### src/spic_pkg.sv
// constants, field layouts and state record for the spi control and interrupt block
// assumes a single 100 MHz clock and a simple byte-addressed register port
`default_nettype none

package spic_pkg;

	localparam int unsigned ADDR_W = 8;
	localparam int unsigned DATA_W = 32;
	localparam int unsigned CHAR_W = 9;

	// register byte offsets
	localparam logic [ADDR_W-1:0] OFF_CONTROL_SECOND   = 8'h04;
	localparam logic [ADDR_W-1:0] OFF_BAUD_DIVIDER     = 8'h0c;
	localparam logic [ADDR_W-1:0] OFF_IRQ_ENABLE_CLEAR = 8'h14;
	localparam logic [ADDR_W-1:0] OFF_IRQ_ENABLE_SET   = 8'h16;
	localparam logic [ADDR_W-1:0] OFF_IRQ_FLAG_STATUS  = 8'h18;
	localparam logic [ADDR_W-1:0] OFF_STATUS           = 8'h1a;
	localparam logic [ADDR_W-1:0] OFF_DATA             = 8'h28;

	// control_second fields
	localparam int unsigned POS_HW_SELECT_ENABLE   = 13;
	localparam int unsigned POS_SELECT_LOW_DETECT  = 9;
	localparam int unsigned POS_SLAVE_PRELOAD      = 6;
	localparam int unsigned POS_CHAR_SIZE          = 0;

	// interrupt flag and enable bit positions
	localparam int unsigned POS_ERROR_FLAG   = 7;
	localparam int unsigned POS_SELECT_LOW   = 3;
	localparam int unsigned POS_RX_COMPLETE  = 2;
	localparam int unsigned POS_TX_COMPLETE  = 1;
	localparam int unsigned POS_TX_EMPTY     = 0;
	localparam logic [7:0]  IRQ_IMPL_MASK    = 8'h8f;

	// status fields
	localparam int unsigned POS_OVERFLOW = 2;

	// character size codes
	localparam logic [2:0] CHAR_SIZE_8 = 3'h0;
	localparam logic [2:0] CHAR_SIZE_9 = 3'h1;

	// reset values
	localparam logic [7:0] BAUD_RESET  = 8'h00;
	localparam logic [7:0] INTEN_RESET = 8'h00;

	typedef struct packed {
		logic             hw_select_enable;
		logic             select_low_detect_enable;
		logic             slave_preload_enable;
		logic [2:0]       char_size;
	} spic_ctrl_t;

	typedef struct packed {
		logic             error_flag;
		logic             select_low_flag;
		logic             tx_complete_flag;
		logic             overflow_flag;
	} spic_flags_t;

	typedef struct packed {
		spic_ctrl_t        ctrl;
		logic [7:0]        baud;
		logic [7:0]        inten;
		spic_flags_t       flags;
		logic              rx_full;
		logic [CHAR_W-1:0] rx_buf;
		logic              tx_full;
		logic [CHAR_W-1:0] tx_buf;
		logic              ss_prev;
		logic              txn_open;
		logic              txn_matched;
		logic [DATA_W-1:0] rdata;
		logic              irq;
		logic              wake;
		logic              select_out_b;
		logic              preload;
	} spic_state_t;

	localparam spic_state_t STATE_RESET = '{
		ctrl:         '{default: 1'b0},
		baud:         BAUD_RESET,
		inten:        INTEN_RESET,
		flags:        '{default: 1'b0},
		rx_full:      1'b0,
		rx_buf:       '0,
		tx_full:      1'b0,
		tx_buf:       '0,
		ss_prev:      1'b1,
		txn_open:     1'b0,
		txn_matched:  1'b0,
		rdata:        '0,
		irq:          1'b0,
		wake:         1'b0,
		select_out_b: 1'b1,
		preload:      1'b0
	};

endpackage : spic_pkg

`default_nettype wire

### src/spic_ctrl_irq.sv
// control, baud, interrupt enable and interrupt flag registers of the spi block
// assumes a shift engine beside it; all its inputs are synchronous to clock
`default_nettype none

// Function
// - hardware drives select during master transfers
// - select falling edge raises wake request
// - idle preload moves written word to shifter
// - char size: 0 eight bits, 1 nine
// - eight-bit baud register, reset zero
// - enable-clear: ones clear, reads show enables
// - enable-set: ones set, reads show enables
// - both enable registers share one set
// - error flag set on overflow, write-one clears
// - slave select falling sets select-low flag
// - rx complete while unread data, read clears
// - address delivered as first received word
// - master: shifted out, nothing waiting, sets txc
// - slave: select rising sets txc, match gated
// - tx empty flag while transmit buffer empty
// - control settings act directly, unsynchronised
// - overflow status set, cleared, overrunning word reads zero
// - data read gives rx, write loads tx
module spic_ctrl_irq
	import spic_pkg::*;
(
	input  wire logic              clock,
	input  wire logic              rst_b,
	input  wire logic [ADDR_W-1:0] reg_addr,
	input  wire logic              reg_wr,
	input  wire logic              reg_rd,
	input  wire logic [DATA_W-1:0] reg_wdata,
	output var  logic [DATA_W-1:0] reg_rdata,
	input  wire logic              master_mode,
	input  wire logic              rx_enable,
	input  wire logic              addr_match_enable,
	input  wire logic              rx_valid,
	input  wire logic              addr_match,
	input  wire logic [CHAR_W-1:0] rx_data,
	input  wire logic              rx_overflow,
	input  wire logic              tx_taken,
	input  wire logic              shift_done,
	input  wire logic              xfer_active,
	input  wire logic              select_pin,
	output var  logic              hw_select_enable,
	output var  logic              select_low_detect_enable,
	output var  logic              slave_preload_enable,
	output var  logic [2:0]        char_size,
	output var  logic [7:0]        baud_divider,
	output var  logic [CHAR_W-1:0] tx_word,
	output var  logic              tx_word_valid,
	output var  logic              preload_strobe,
	output var  logic              select_out_b,
	output var  logic              wake_req,
	output var  logic              irq
);

	spic_state_t r_reg;
	spic_state_t r_next;

	function automatic logic hit(input logic [ADDR_W-1:0] a, input logic [ADDR_W-1:0] off);
		hit = (a == off);
	endfunction : hit

	logic [7:0] flag_view;
	logic       wr_data;
	logic       rd_data;
	logic       ss_fall;
	logic       ss_rise;
	logic       ovf_event;
	logic       rx_load;

	always_comb
	begin
		r_next    = r_reg;
		wr_data   = reg_wr && hit(reg_addr, OFF_DATA);
		rd_data   = reg_rd && hit(reg_addr, OFF_DATA);
		ss_fall   = r_reg.ss_prev && !select_pin;
		ss_rise   = !r_reg.ss_prev && select_pin;
		rx_load   = rx_valid || addr_match;
		ovf_event = rx_overflow || (rx_load && r_reg.rx_full && !rd_data);

		r_next.ss_prev = select_pin;
		r_next.preload = 1'b0;
		r_next.wake    = 1'b0;

		// settings written here feed the engine with no synchroniser stage
		if (reg_wr && hit(reg_addr, OFF_CONTROL_SECOND))
		begin
			r_next.ctrl.hw_select_enable         = reg_wdata[POS_HW_SELECT_ENABLE];
			r_next.ctrl.select_low_detect_enable = reg_wdata[POS_SELECT_LOW_DETECT];
			r_next.ctrl.slave_preload_enable     = reg_wdata[POS_SLAVE_PRELOAD];
			// reserved codes are stored as written; the engine treats them as eight bits
			r_next.ctrl.char_size = reg_wdata[POS_CHAR_SIZE +: 3];
		end
		else if (reg_wr && hit(reg_addr, OFF_BAUD_DIVIDER))
		begin
			r_next.baud = reg_wdata[7:0];
		end
		else if (reg_wr && hit(reg_addr, OFF_IRQ_ENABLE_CLEAR))
		begin
			r_next.inten = r_reg.inten & ~(reg_wdata[7:0] & IRQ_IMPL_MASK);
		end
		else if (reg_wr && hit(reg_addr, OFF_IRQ_ENABLE_SET))
		begin
			r_next.inten = r_reg.inten | (reg_wdata[7:0] & IRQ_IMPL_MASK);
		end

		// write-one clears first, hardware sets afterwards so a same-cycle set wins
		if (reg_wr && hit(reg_addr, OFF_IRQ_FLAG_STATUS))
		begin
			if (reg_wdata[POS_ERROR_FLAG])
				r_next.flags.error_flag = 1'b0;
			if (reg_wdata[POS_SELECT_LOW])
				r_next.flags.select_low_flag = 1'b0;
			if (reg_wdata[POS_TX_COMPLETE])
				r_next.flags.tx_complete_flag = 1'b0;
		end
		if (reg_wr && hit(reg_addr, OFF_STATUS) && reg_wdata[POS_OVERFLOW])
			r_next.flags.overflow_flag = 1'b0;

		// receive side
		if (rd_data)
			r_next.rx_full = 1'b0;
		if (rx_load)
		begin
			r_next.rx_full = 1'b1;
			r_next.rx_buf  = ovf_event ? '0 : rx_data;
		end
		if (ovf_event)
		begin
			r_next.flags.overflow_flag = 1'b1;
			r_next.flags.error_flag    = 1'b1;
		end
		if (!rx_enable)
		begin
			r_next.rx_full             = 1'b0;
			r_next.flags.overflow_flag = 1'b0;
		end

		// transmit side
		if (tx_taken)
			r_next.tx_full = 1'b0;
		if (wr_data)
		begin
			r_next.tx_buf                 = reg_wdata[CHAR_W-1:0];
			r_next.flags.tx_complete_flag = 1'b0;
			if (!master_mode && r_reg.ctrl.slave_preload_enable && !xfer_active && select_pin)
				r_next.preload = 1'b1;
			else
				r_next.tx_full = 1'b1;
		end
		if (master_mode && shift_done && !r_next.tx_full)
			r_next.flags.tx_complete_flag = 1'b1;

		// slave select edges
		if (!master_mode && ss_fall)
		begin
			r_next.txn_open    = 1'b1;
			r_next.txn_matched = 1'b0;
			if (r_reg.ctrl.select_low_detect_enable)
			begin
				r_next.flags.select_low_flag = 1'b1;
				r_next.wake                  = 1'b1;
			end
		end
		if (addr_match && r_reg.txn_open)
			r_next.txn_matched = 1'b1;
		if (!master_mode && ss_rise && r_reg.txn_open)
		begin
			r_next.txn_open = 1'b0;
			if (!addr_match_enable || r_reg.txn_matched || addr_match)
				r_next.flags.tx_complete_flag = 1'b1;
		end

		// select is only driven low while a master transfer runs
		r_next.select_out_b = !(r_reg.ctrl.hw_select_enable && master_mode && xfer_active);

		flag_view = '0;
		flag_view[POS_ERROR_FLAG]  = r_next.flags.error_flag;
		flag_view[POS_SELECT_LOW]  = r_next.flags.select_low_flag;
		flag_view[POS_RX_COMPLETE] = r_next.rx_full;
		flag_view[POS_TX_COMPLETE] = r_next.flags.tx_complete_flag;
		flag_view[POS_TX_EMPTY]    = !r_next.tx_full;
		r_next.irq = |(flag_view & r_next.inten);

		// read data is taken in the cycle of the strobe and shows one edge later
		if (reg_rd)
		begin
			r_next.rdata = '0;
			if (hit(reg_addr, OFF_CONTROL_SECOND))
			begin
				r_next.rdata[POS_HW_SELECT_ENABLE]  = r_reg.ctrl.hw_select_enable;
				r_next.rdata[POS_SELECT_LOW_DETECT] = r_reg.ctrl.select_low_detect_enable;
				r_next.rdata[POS_SLAVE_PRELOAD]     = r_reg.ctrl.slave_preload_enable;
				r_next.rdata[POS_CHAR_SIZE +: 3]    = r_reg.ctrl.char_size;
			end
			else if (hit(reg_addr, OFF_BAUD_DIVIDER))
				r_next.rdata[7:0] = r_reg.baud;
			else if (hit(reg_addr, OFF_IRQ_ENABLE_CLEAR) || hit(reg_addr, OFF_IRQ_ENABLE_SET))
				r_next.rdata[7:0] = r_reg.inten;
			else if (hit(reg_addr, OFF_IRQ_FLAG_STATUS))
			begin
				r_next.rdata[POS_ERROR_FLAG]  = r_reg.flags.error_flag;
				r_next.rdata[POS_SELECT_LOW]  = r_reg.flags.select_low_flag;
				r_next.rdata[POS_RX_COMPLETE] = r_reg.rx_full;
				r_next.rdata[POS_TX_COMPLETE] = r_reg.flags.tx_complete_flag;
				r_next.rdata[POS_TX_EMPTY]    = !r_reg.tx_full;
			end
			else if (hit(reg_addr, OFF_STATUS))
				r_next.rdata[POS_OVERFLOW] = r_reg.flags.overflow_flag;
			else if (hit(reg_addr, OFF_DATA))
				r_next.rdata[CHAR_W-1:0] = r_reg.rx_buf;
		end
	end

	always_ff @(posedge clock)
	begin
		if (!rst_b)
			r_reg <= STATE_RESET;
		else
			r_reg <= r_next;
	end

	assign reg_rdata                = r_reg.rdata;
	assign hw_select_enable         = r_reg.ctrl.hw_select_enable;
	assign select_low_detect_enable = r_reg.ctrl.select_low_detect_enable;
	assign slave_preload_enable     = r_reg.ctrl.slave_preload_enable;
	assign char_size                = r_reg.ctrl.char_size;
	assign baud_divider             = r_reg.baud;
	assign tx_word                  = r_reg.tx_buf;
	assign tx_word_valid            = r_reg.tx_full;
	assign preload_strobe           = r_reg.preload;
	assign select_out_b             = r_reg.select_out_b;
	assign wake_req                 = r_reg.wake;
	assign irq                      = r_reg.irq;

endmodule : spic_ctrl_irq

`default_nettype wire

### config.mk
export PLATFORM = sky130hd
export DESIGN_NAME = spic_ctrl_irq
export DESIGN_NICKNAME = d
export VERILOG_FILES = /design/src/spic_pkg.sv /design/src/spic_ctrl_irq.sv
export SDC_FILE = /design/constraint.sdc
export NUM_CORES = 1
export LEC_CHECK = 0
export ABC_AREA = 1
export BUFFER_PORTS_ARGS = -buffer_cell sky130_fd_sc_hd__buf_2
export CORE_ASPECT_RATIO = 1.2
export CORE_MARGIN = 2
export CORE_UTILIZATION = 54
export CTS_BUF_LIST = sky130_fd_sc_hd__clkbuf_8
export CTS_CLUSTER_SIZE = 16
export DETAILED_ROUTE_END_ITERATION = 6
export PLACE_DENSITY = 0.94
export SYNTH_ARGS = -nofsm -noshare
export SYNTH_HDL_FRONTEND = slang
export SYNTH_SLANG_ARGS = --single-unit
### constraint.sdc
create_clock -name clock -period 1.7 [get_ports clock]
set_input_delay 0.085 -clock clock [delete_from_list [all_inputs] [get_ports clock]]
set_output_delay 0.085 -clock clock [all_outputs]
set_load 0.01 [all_outputs]
==> insert_results.sql, run 1 <==
INSERT INTO impl_metrics (metric_group, metric, value, unit) VALUES
('setup_path', 'critPathMaxFanout', '3', ''),
('hold_path', 'min-delay-path-class', 'input port to register', ''),
('timing', 'slew_viol_final', '0', ''),
('setup_path', 'reg2reg_launch_point', 'slave_preload_enable', ''),
('global_route', 'grt_first_pass_wirelength', '13100', 'microns'),
('global_route', 'residual_overflow_from_global_routing', '0', ''),
('floorplan', 'floorplan.rows', '30', ''),
('global_route', 'top_usage_layer', 'met2', ''),
('cells_and_area', 'drive_gt1_frac', '0.2240', ''),
('cells_and_area', 'antenna-diode-count', '0', ''),
('cells_and_area', 'finalCoreUtilization', '0.6376', ''),
('timing', 'setup_violations', '0', ''),
('hold_path', 'holdPathEnd', 'r_reg[57]', ''),
('setup_path', 'r2r-end', 'irq', ''),
('pwr', 'p_total', '3.023', 'mW'),
('floorplan', 'core_area', '0.005630', 'sq mm'),
('global_route', 'grt_pass1_vias', '2855', ''),
('detailed_routing', 'drt-wirelength-per-cell', '14.59', 'microns'),
('pwr', 'power.static_leakage', '1.733', 'nW'),
('pwr', 'vdd_drop_max', '0.5139', 'mV'),
('global_route', 'use_met2', '0.4406', ''),
('clock_network', 'cts_made_buffers', '9', ''),
('timing', 'hold_ws', '0.002102', 'ns'),
('setup_path', 'r2r_setup_slack', '0.40', 'ns'),
('cells_and_area', 'postLayoutCellArea', '0.003590', 'sq mm'),
('pwr', 'power.density_cell_area', '842.0', 'mW/mm^2'),
('logic_synthesis', 'synth_top_flop_cell', 'sky130_fd_sc_hd__dfxtp_1', ''),
('logic_synthesis', 'async_flop_share', '0', ''),
('global_route', 'initial_antenna_violation_count', '0', ''),
('hold_path', 'hp-start', 'rx_data[8]', ''),
('logic_synthesis', 'yosys.cell_types.count', '30', ''),
('status', 'status', 'finished, final reports clean', ''),
('clock_network', 'htree_levels', '3', ''),
('timing', 'setup_tns', '0', 'ns'),
('logic_synthesis', 'synthesized_instance_count', '439', ''),
('placed_design', 'routabilityCongestion', '0.9055', ''),
('cells_and_area', 'final.fill_count', '490', ''),
('detailed_routing', 'dr.pass1.iters', '5', ''),
('timing', 'timing.final.ws_setup', '0.3789', 'ns'),
('timing', 'tightest_slew', '0.5096', 'ns'),
('placed_design', 'dp_hpwl', '5903', 'microns'),
('cells_and_area', 'mostFrequentLayoutCells', '86 x sky130_fd_sc_hd__nand2_1, 80 x sky130_fd_sc_hd__buf_2, 61 x sky130_fd_sc_hd__dfxtp_1', ''),
('logic_synthesis', 'synth.top_cell.area_share', '0.3917', ''),
('timing', 'rsz0062_at_grt', 'no', ''),
('global_route', 'largest_net_degree_at_the_start_of_global_routing', '36', ''),
('setup_path', 'setup.worst_path.end_class', 'register', ''),
('setup_path', 'worst_ep_required_time', '1.97', 'ns'),
('timing', 'maxClockFrequency', '757.0', 'MHz'),
('clock_network', 'path_clk_slew', '0.07', 'ns'),
('logic_synthesis', 'synth-warning-count', '0', ''),
('floorplan', 'die_height', '87.24', 'microns'),
('floorplan', 'floorplan.die_area', '0.006400', 'sq mm'),
('logic_synthesis', 'number_of_enable_flip_flop_cells_after_synthesis', '0', ''),
('global_route', 'grt_usage', '0.2650', ''),
('detailed_routing', 'drt-initial-drc-count', '358', ''),
('placed_design', 'port_buffers', '80', ''),
('logic_synthesis', 'syn_avg_cell_area', '7.102', 'sq um'),
('setup_path', 'setup.worst_path.class', 'input port to register', ''),
('flow_run', 'timing.max_cap.violations', '0', ''),
('detailed_routing', 'totalWireLength', '8362', 'microns'),
('floorplan', 'ioPinCount', '123', ''),
('placed_design', 'placement.cell_area', '0.003267', 'sq mm'),
('cells_and_area', 'final-instance-count-excl-fill', '573', ''),
('global_route', 'gr-usage-met1', '0.3162', ''),
('detailed_routing', 'avgViaCountPerCell', '5.449', ''),
('timing', 'finalWorstPathRequiredPeriod', '1.321', 'ns'),
('placed_design', 'placed_cells', '544', ''),
('placed_design', 'place_worst_setup_slack', '0.1498', 'ns'),
('floorplan', 'die_x_extent', '73.37', 'microns'),
('logic_synthesis', 'synth_seq_cells', '61', ''),
('clock_network', 'deepest_clock_path_buffer_count', '2', '');
## worst max path at each step
stage	cells after the start	to	start	slack, ns
6_report	9	irq	xfer_active	0.38
5_1_grt	9	irq	xfer_active	0.22
4_1_cts	9	irq	xfer_active	0.42
3_5_place_dp	13	irq	reg_addr[6]	0.15
3_3_place_gp	13	irq	reg_addr[5]	0.22
2_1_floorplan	12	irq	reg_addr[5]	0.56
## what timing repair did
action	CTS	global route
hold buffers	13	0
endpoints found under the hold margin	12	0
resized for setup	0	0
## where the power goes
group,internal (mW),leakage [nW],total [mW],switching (mW)
registers,1.46,0.495,1.47,0.0160
logic,0.101,1.13,0.282,0.181
clock network,0.701,0.105,1.27,0.567
## cell families after synthesis
| family | count (synthesis) | synth area share |
|---|---|---|
| buffers and inverters | 106 | 0.1942 |
| flip-flops | 61 | 0.3917 |
| AND/OR/NAND/NOR | 181 | 0.2592 |
| AO/OA/AOI/OAI | 90 | 0.1537 |
| other | 1 | 0.001203 |
## cell usage after synthesis (2+ instances only)
master	count
sky130_fd_sc_hd__nand3_1	21
sky130_fd_sc_hd__buf_4	55
sky130_fd_sc_hd__o211ai_1	2
sky130_fd_sc_hd__nor2_1	48
sky130_fd_sc_hd__nand2_1	86
sky130_fd_sc_hd__dfxtp_1	61
sky130_fd_sc_hd__a31oi_1	4
sky130_fd_sc_hd__o21ai_0	38
sky130_fd_sc_hd__inv_1	39
sky130_fd_sc_hd__a22o_1	2
sky130_fd_sc_hd__nand4_1	7
sky130_fd_sc_hd__a21oi_1	38
sky130_fd_sc_hd__nand2_2	2
sky130_fd_sc_hd__nor2_4	5
sky130_fd_sc_hd__nor2_2	3
sky130_fd_sc_hd__o21ai_1	2
sky130_fd_sc_hd__clkbuf_1	9
sky130_fd_sc_hd__nor3_1	5
## area by class of cell
class,instances,area [sq um],area share
clock buffer,10,137.6,0.03834
clock inverter,6,55.05,0.01534
inverter,41,153.9,0.04287
multi-input combinational,292,1366,0.3806
sequential,61,1221,0.3402
tap,64,80.08,0.02231
timing repair buffer,99,575.6,0.1603
## worst max-delay path, cell delays in order
cell	delay (ns)
sky130_fd_sc_hd__dlygate4sd3_1	0.55
sky130_fd_sc_hd__buf_2	0.14
sky130_fd_sc_hd__nor2_1	0.13
sky130_fd_sc_hd__nand3_1	0.13
sky130_fd_sc_hd__a21oi_1	0.25
sky130_fd_sc_hd__o211ai_1	0.12
sky130_fd_sc_hd__nand2_1	0.07
sky130_fd_sc_hd__nor2_1	0.04
sky130_fd_sc_hd__nor2_1	0.07
## metal layers
layer | vias to the layer above | wire, microns
li1 | 1476 | -
met1 | 1426 | 3192
met2 | 181 | 4147
met3 | 39 | 649
met4 | 0 | 373
met5 | - | 0
Power figures use the tool's default switching activity.
==> inputs of run 2 (changes only) <==
Settings changed: CORE_UTILIZATION 54 to 45, PLACE_DENSITY 0.94 to 0.84.
Clock period 1.7 ns to 1.2 ns, I/O delays scaled along.
==> insert_results.sql, run 2 (synthesis results as in run 1) <==
INSERT INTO impl_metrics (metric_group, metric, value, unit) VALUES
('clock_network', 'tritoncts_clock_tree', 'done', ''),
('timing', 'setup_violations', '0', ''),
('detailed_routing', 'drc_errors', '0', ''),
('floorplan', 'initial_utilization', '0.4605', ''),
('setup_path', 'critical_path.most_common_cell', 'sky130_fd_sc_hd__nor2_1', ''),
('cells_and_area', 'most_frequent_standard_cell_in_the_layout_excluding_fill_and_tap_cells', 'sky130_fd_sc_hd__nand2_1', ''),
('pwr', 'power.net_switching', '1.100', 'mW'),
('clock_network', 'htree_levels', '3', ''),
('global_route', 'grt_first_pass_wirelength', '13850', 'microns'),
('clock_network', 'cts.sink_count', '61', ''),
('timing', 'maxClockFrequency', '855.5', 'MHz'),
('pwr', 'power.density_cell_area', '1082', 'mW/mm^2'),
('pwr', 'sw_frac_of_total', '0.2541', ''),
('timing', 'slew_viol_final', '0', ''),
('detailed_routing', 'via_count', '3166', ''),
('pwr', 'vdd_drop_max', '0.6687', 'mV'),
('flow_run', 'timing.max_cap.violations', '0', ''),
('pwr', 'p_int', '3.227', 'mW'),
('global_route', 'grt_pass1_vias', '3053', ''),
('floorplan', 'floorplan.die_area', '0.007613', 'sq mm'),
('detailed_routing', 'drt-initial-drc-count', '231', ''),
('pwr', 'comb_power_share', '0.109', ''),
('clock_network', 'deepest_clock_path_buffer_count', '2', ''),
('setup_path', 'critPathMaxFanout', '3', ''),
('placed_design', 'routabilityCongestion', '0.9099', ''),
('cells_and_area', 'largest_register_ffs', '22', ''),
('cells_and_area', 'syn_to_final_growth', '28.21', '%'),
('setup_path', 'critical-path-top-delay-family', 'buffers and inverters', ''),
('timing', 'hold_ws', '-0.04714', 'ns'),
('clock_network', 'clock_latency_at_the_later_pin_of_the_worst_skew_pair', '0.34', 'ns'),
('floorplan', 'die_x_extent', '79.99', 'microns'),
('global_route', 'largest_net_degree_at_the_start_of_global_routing', '27', ''),
('setup_path', 'max_stage_delay', '0.54', 'ns'),
('cells_and_area', 'drive_gt1_frac', '0.2933', ''),
('cells_and_area', 'mostFrequentLayoutCells', '86 x sky130_fd_sc_hd__nand2_1, 80 x sky130_fd_sc_hd__buf_2, 59 x sky130_fd_sc_hd__dfxtp_1', ''),
('setup_path', 'worst_ep_required_time', '1.49', 'ns'),
('cells_and_area', 'finalCoreUtilization', '0.5904', ''),
('setup_path', 'critical_path.n_buffers_inverters', '2', ''),
('timing', 'rsz0062_at_grt', 'yes', ''),
('clock_network', 'path_clk_slew', '0.07', 'ns'),
('timing', 'timing.final.hold_violations', '1', ''),
('setup_path', 'cpMaxStageDelayCell', 'sky130_fd_sc_hd__dlygate4sd3_1', ''),
('timing', 'period_share', '0.9741', ''),
('detailed_routing', 'ant_nets', '0', ''),
('cells_and_area', 'seqCellArea', '0.001224', 'sq mm'),
('placed_design', 'port_buffers', '80', ''),
('setup_path', 'setup.worst_path.end_class', 'register', ''),
('global_route', 'initial_antenna_violation_count', '0', ''),
('floorplan', 'floorplan.rows', '33', ''),
('floorplan', 'die_height', '95.19', 'microns'),
('pwr', 'p_total', '4.327', 'mW'),
('global_route', 'residual_overflow_from_global_routing', '0', ''),
('clock_network', 'ctsRootBufferMaster', 'sky130_fd_sc_hd__clkbuf_8', ''),
('pwr', 'share_seq_of_total_power', '0.482', ''),
('detailed_routing', 'avgViaCountPerCell', '4.978', ''),
('detailed_routing', 'dr.pass1.iters', '5', ''),
('floorplan', 'ioPinCount', '123', ''),
('clock_network', 'cts_made_buffers', '9', ''),
('timing', 'finalWorstPathRequiredPeriod', '1.169', 'ns'),
('floorplan', 'core_area', '0.006771', 'sq mm'),
('cells_and_area', 'final.fill_count', '630', ''),
('pwr', 'clock_power_share', '0.409', ''),
('setup_path', 'critical_path_arrival', '1.45', 'ns'),
('cells_and_area', 'antenna-diode-count', '0', ''),
('detailed_routing', 'totalWireLength', '8723', 'microns'),
('setup_path', 'setup.worst_path.class', 'input port to register', ''),
('timing', 'clock-skew-final', '0.005292', 'ns'),
('cells_and_area', 'num-nets-final', '607', ''),
('setup_path', 'worstPathCellList', 'dlygate4sd3_1 -> buf_2 -> nor2_4 -> nand3_4 -> a21oi_2 -> o211ai_1 -> nand2_1 -> nor2_1 -> nor2_1', ''),
('detailed_routing', 'drt-wirelength-per-cell', '13.72', 'microns'),
('status', 'failed_checks', 'negative hold slack', ''),
('global_route', 'grt_usage', '0.2361', ''),
('hold_path', 'min-delay-path-class', 'input port to register', ''),
('cells_and_area', 'total_area_of_multi_input_combinational_cells', '0.001411', 'sq mm'),
('placed_design', 'dp_hpwl', '6445', 'microns'),
('setup_path', 'setup.worst_path.start_class', 'input port', ''),
('pwr', 'power.static_leakage', '1.938', 'nW'),
('status', 'status', 'complete, but fails checks', '');
run 2: cell types whose count changed in the layout (fill, tap and decap cells not counted), sizes merged:
cell         delta
buf            +34
bufinv          -1
clkbuf          +3
dlygate4sd3     +6
inv             -2
run 2: final timing paths:
kind,start,end,slack (ns),cells past startpoint
setup reg to reg,tx_word_valid,irq,0.04,9
setup / recovery,xfer_active,irq,0.03,9
hold / removal,master_mode,select_out_b,-0.05,2
hold reg to reg,hw_select_enable,select_out_b,0.44,1
run 2: metrics by stage:
stage | setup TNS (ns) | hold slack (ns) | std cells | setup WS, ns | cell area [sq um]
4_1_cts | 0 | 0.01374 | 637 | 0.006590 | 3989
5_1_grt | -0.09289 | 0.05013 | 636 | -0.09289 | 3998
2_1_floorplan | 0 | 0.1483 | 459 | 0.08402 | 3193
6_report | 0 | -0.04714 | 636 | 0.03112 | 3998
3_5_place_dp | -4.975 | 0.2753 | 600 | -0.2621 | 3556
3_3_place_gp | -2.952 | 0.2757 | 600 | -0.2637 | 3556
run 2: repair_timing:
action	in CTS	in global routing
hold buffers	20	0
endpoints found under the hold margin	19	0
setup endpoints to repair	1	3
setup buffers	1	0
cloned	0	0
gates resized for setup	7	6
pin swaps	4	2
run 2: area by class of cell:
class	count	area share
Tap cell	87	0.02723
Timing Repair Buffer	139	0.2260
Clock buffer	13	0.04476
Multi-Input combinational cell	292	0.3531
Sequential cell	61	0.3061
Inverter	41	0.03850
Clock inverter	3	0.004382
run 2: routing by layer:
layer	track usage	part of all wire	vias up	wire length, microns
met2	0.4035	0.50	138	4338
li1	-	-	1558	-
met5	0	0	-	0
met3	0.03977	0.070	29	613
met1	0.2735	0.40	1441	3458
met4	0.1455	0.036	0	312
run 2: power by group through the flow:
stage | Clock, mW | Sequential, mW | Combinational [mW]
2_1_floorplan | 0 | 2.12 | 0.275
3_3_place_gp | 0 | 2.13 | 0.398
3_5_place_dp | 0 | 2.13 | 0.406
4_1_cts | 1.78 | 2.09 | 0.459
5_1_grt | 1.87 | 2.09 | 0.519
6_report | 1.77 | 2.09 | 0.470
==> inputs of run 3 (changes only) <==
Settings changed: CORE_UTILIZATION 45 to 44, CTS_BUF_LIST sky130_fd_sc_hd__clkbuf_8 to sky130_fd_sc_hd__clkbuf_8 sky130_fd_sc_hd__clkbuf_16, PLACE_DENSITY 0.84 to 0.82.
==> insert_results.sql, run 3 (synthesis results as in run 1) <==
INSERT INTO impl_metrics (metric_group, metric, value, unit) VALUES
('timing', 'rsz0062_at_grt', 'yes', ''),
('floorplan', 'core_area', '0.006854', 'sq mm'),
('pwr', 'p_int', '3.373', 'mW'),
('global_route', 'largest_net_degree_at_the_start_of_global_routing', '25', ''),
('global_route', 'grt_usage', '0.2243', ''),
('clock_network', 'path_clk_slew', '0.07', 'ns'),
('global_route', 'top_usage_layer', 'met2', ''),
('pwr', 'comb_power_share', '0.105', ''),
('pwr', 'power.net_switching', '1.112', 'mW'),
('timing', 'finalWorstPathRequiredPeriod', '1.191', 'ns'),
('pwr', 'clock_power_share', '0.429', ''),
('detailed_routing', 'drc_errors', '0', ''),
('detailed_routing', 'drt-wirelength-per-cell', '14.16', 'microns'),
('clock_network', 'deepest_clock_path_buffer_count', '2', ''),
('cells_and_area', 'largest_register_ffs', '22', ''),
('global_route', 'gr-usage-met1', '0.2527', ''),
('detailed_routing', 'avgViaCountPerCell', '5.113', ''),
('floorplan', 'initial_utilization', '0.4549', ''),
('timing', 'maxClockFrequency', '839.4', 'MHz'),
('clock_network', 'tritoncts_clock_tree', 'done', ''),
('cells_and_area', 'most_frequent_standard_cell_in_the_layout_excluding_fill_and_tap_cells', 'sky130_fd_sc_hd__nand2_1', ''),
('setup_path', 'cpMaxStageDelayCell', 'sky130_fd_sc_hd__dfxtp_2', ''),
('global_route', 'grt_first_pass_wirelength', '13240', 'microns'),
('pwr', 'sw_frac_of_total', '0.2479', ''),
('pwr', 'p_total', '4.484', 'mW'),
('pwr', 'share_seq_of_total_power', '0.466', ''),
('timing', 'clock-skew-final', '0.008979', 'ns'),
('flow_run', 'timing.max_cap.violations', '0', ''),
('detailed_routing', 'ant_nets', '0', ''),
('cells_and_area', 'final.fill_count', '609', ''),
('global_route', 'use_met2', '0.3781', ''),
('setup_path', 'setup.worst_path.end_class', 'register', ''),
('pwr', 'power.static_leakage', '1.924', 'nW'),
('setup_path', 'critical-path-top-delay-family', 'simple AND/OR/NAND/NOR gates', ''),
('clock_network', 'ctsRootBufferMaster', 'sky130_fd_sc_hd__clkbuf_8', ''),
('setup_path', 'worstPathCellList', 'inv_1 -> nor2_2 -> inv_1 -> nand3_2 -> nand3_2 -> nand2_1 -> nand2_1 -> nor2_1 -> nor2_1', ''),
('hold_path', 'min-delay-path-class', 'input port to register', ''),
('timing', 'setup_violations', '0', ''),
('status', 'status', 'finished, final reports clean', ''),
('cells_and_area', 'num-nets-final', '601', ''),
('global_route', 'grt_pass1_vias', '2929', ''),
('setup_path', 'critical_path.n_buffers_inverters', '2', ''),
('placed_design', 'routabilityCongestion', '0.9729', ''),
('setup_path', 'critical_path_arrival', '1.43', 'ns'),
('cells_and_area', 'drive_gt1_frac', '0.2928', ''),
('setup_path', 'max_stage_delay', '0.36', 'ns'),
('placed_design', 'dp_hpwl', '6330', 'microns'),
('cells_and_area', 'syn_to_final_growth', '27.93', '%'),
('placed_design', 'placed_cells', '591', ''),
('timing', 'period_share', '0.9928', ''),
('placed_design', 'port_buffers', '80', ''),
('setup_path', 'worst_ep_required_time', '1.44', 'ns'),
('floorplan', 'floorplan.die_area', '0.007779', 'sq mm'),
('cells_and_area', 'antenna-diode-count', '0', ''),
('global_route', 'residual_overflow_from_global_routing', '0', ''),
('clock_network', 'clock_latency_at_the_later_pin_of_the_worst_skew_pair', '0.34', 'ns'),
('setup_path', 'setup.worst_path.start_class', 'register', ''),
('cells_and_area', 'mostFrequentLayoutCells', '85 x sky130_fd_sc_hd__nand2_1, 79 x sky130_fd_sc_hd__buf_2, 59 x sky130_fd_sc_hd__dfxtp_1', ''),
('pwr', 'vdd_drop_max', '0.6445', 'mV'),
('floorplan', 'die_height', '96.22', 'microns'),
('detailed_routing', 'dr.pass1.iters', '5', ''),
('timing', 'slew_viol_final', '0', ''),
('clock_network', 'cts_made_buffers', '9', ''),
('timing', 'setup_tns', '0', 'ns'),
('detailed_routing', 'drt-initial-drc-count', '244', ''),
('floorplan', 'floorplan.rows', '33', ''),
('floorplan', 'die_x_extent', '80.85', 'microns'),
('clock_network', 'htree_levels', '3', ''),
('global_route', 'use_met3', '0.04034', ''),
('global_route', 'initial_antenna_violation_count', '0', ''),
('detailed_routing', 'via_count', '3221', ''),
('timing', 'timing.final.hold_violations', '0', ''),
('setup_path', 'setup.worst_path.class', 'register to register', ''),
('floorplan', 'ioPinCount', '123', ''),
('setup_path', 'critPathMaxFanout', '3', ''),
('pwr', 'power.density_cell_area', '1124', 'mW/mm^2'),
('clock_network', 'cts.sink_count', '61', ''),
('detailed_routing', 'totalWireLength', '8919', 'microns'),
('cells_and_area', 'final-instance-count-excl-fill', '630', '');
==> run 3: path summary, 6_finish.rpt <==
kind	startpoint	endpoint	slack (ns)	cells after the start
hold reg to reg	tx_word[4]	tx_word[4]	0.46	2
hold / removal	reg_wdata[6]	tx_word[6]	0.01	3
setup reg to reg	tx_word_valid	irq	0.009	9
setup / recovery	tx_word_valid	irq	0.009	9
==> run 3: repair_timing <==
action                                  in CTS  in global routing
endpoints found under the setup margin       1                  7
gates cloned                                 0                  0
hold endpoints to repair                    17                  0
pin swaps                                    2                  9
hold buffers                                18                  0
setup buffers                                2                  3
gates resized for setup                      8                 12
==> run 3: cell type report <==
type	count	area, sq um	share of cell area
Clock buffer	12	165.2	0.04141
Clock inverter	4	46.29	0.01161
Inverter	41	153.9	0.03858
Multi-Input combinational cell	292	1430	0.3585
Sequential cell	61	1224	0.3068
Tap cell	87	108.9	0.02729
Timing Repair Buffer	133	860.8	0.2158
==> run 3: tightest hold or removal path: cells and delay by family <==
kind | cells | cell delay, ns
and+or+nand+nor | 1 | 0.06
buffers and inverters | 1 | 0.12
AOI/OAI and AO/OA | 1 | 0.06
==> run 3: metal layers <==
metal | wire length, microns | vias up | part of all wire
met5 | 0 | - | 0
met4 | 465 | 0 | 0.052
met3 | 691 | 40 | 0.077
met2 | 4310 | 168 | 0.48
met1 | 3451 | 1463 | 0.39
li1 | - | 1550 | -
==> run 3: power groups by stage <==
stage,clock [mW],combinational (mW),sequential [mW]
floorplan,0,0.275,2.12
global placement,0,0.388,2.13
detailed placement,0,0.397,2.13
CTS,1.92,0.446,2.09
global route,2.02,0.514,2.09
finish,1.93,0.470,2.09
==> run 3: per-stage QoR <==
step	worst slack, ns	area (sq um)	utilization	hold slack [ns]
after floorplan	0.08402	3193	-	0.1483
after global placement	-0.2045	3488	0.5089	0.2782
after detailed placement	-0.2564	3488	0.5089	0.2840
after CTS	0.001553	3926	0.5728	0.002377
after global routing	-0.1008	3989	0.5820	0.01606
final	0.008617	3989	0.5820	0.01048
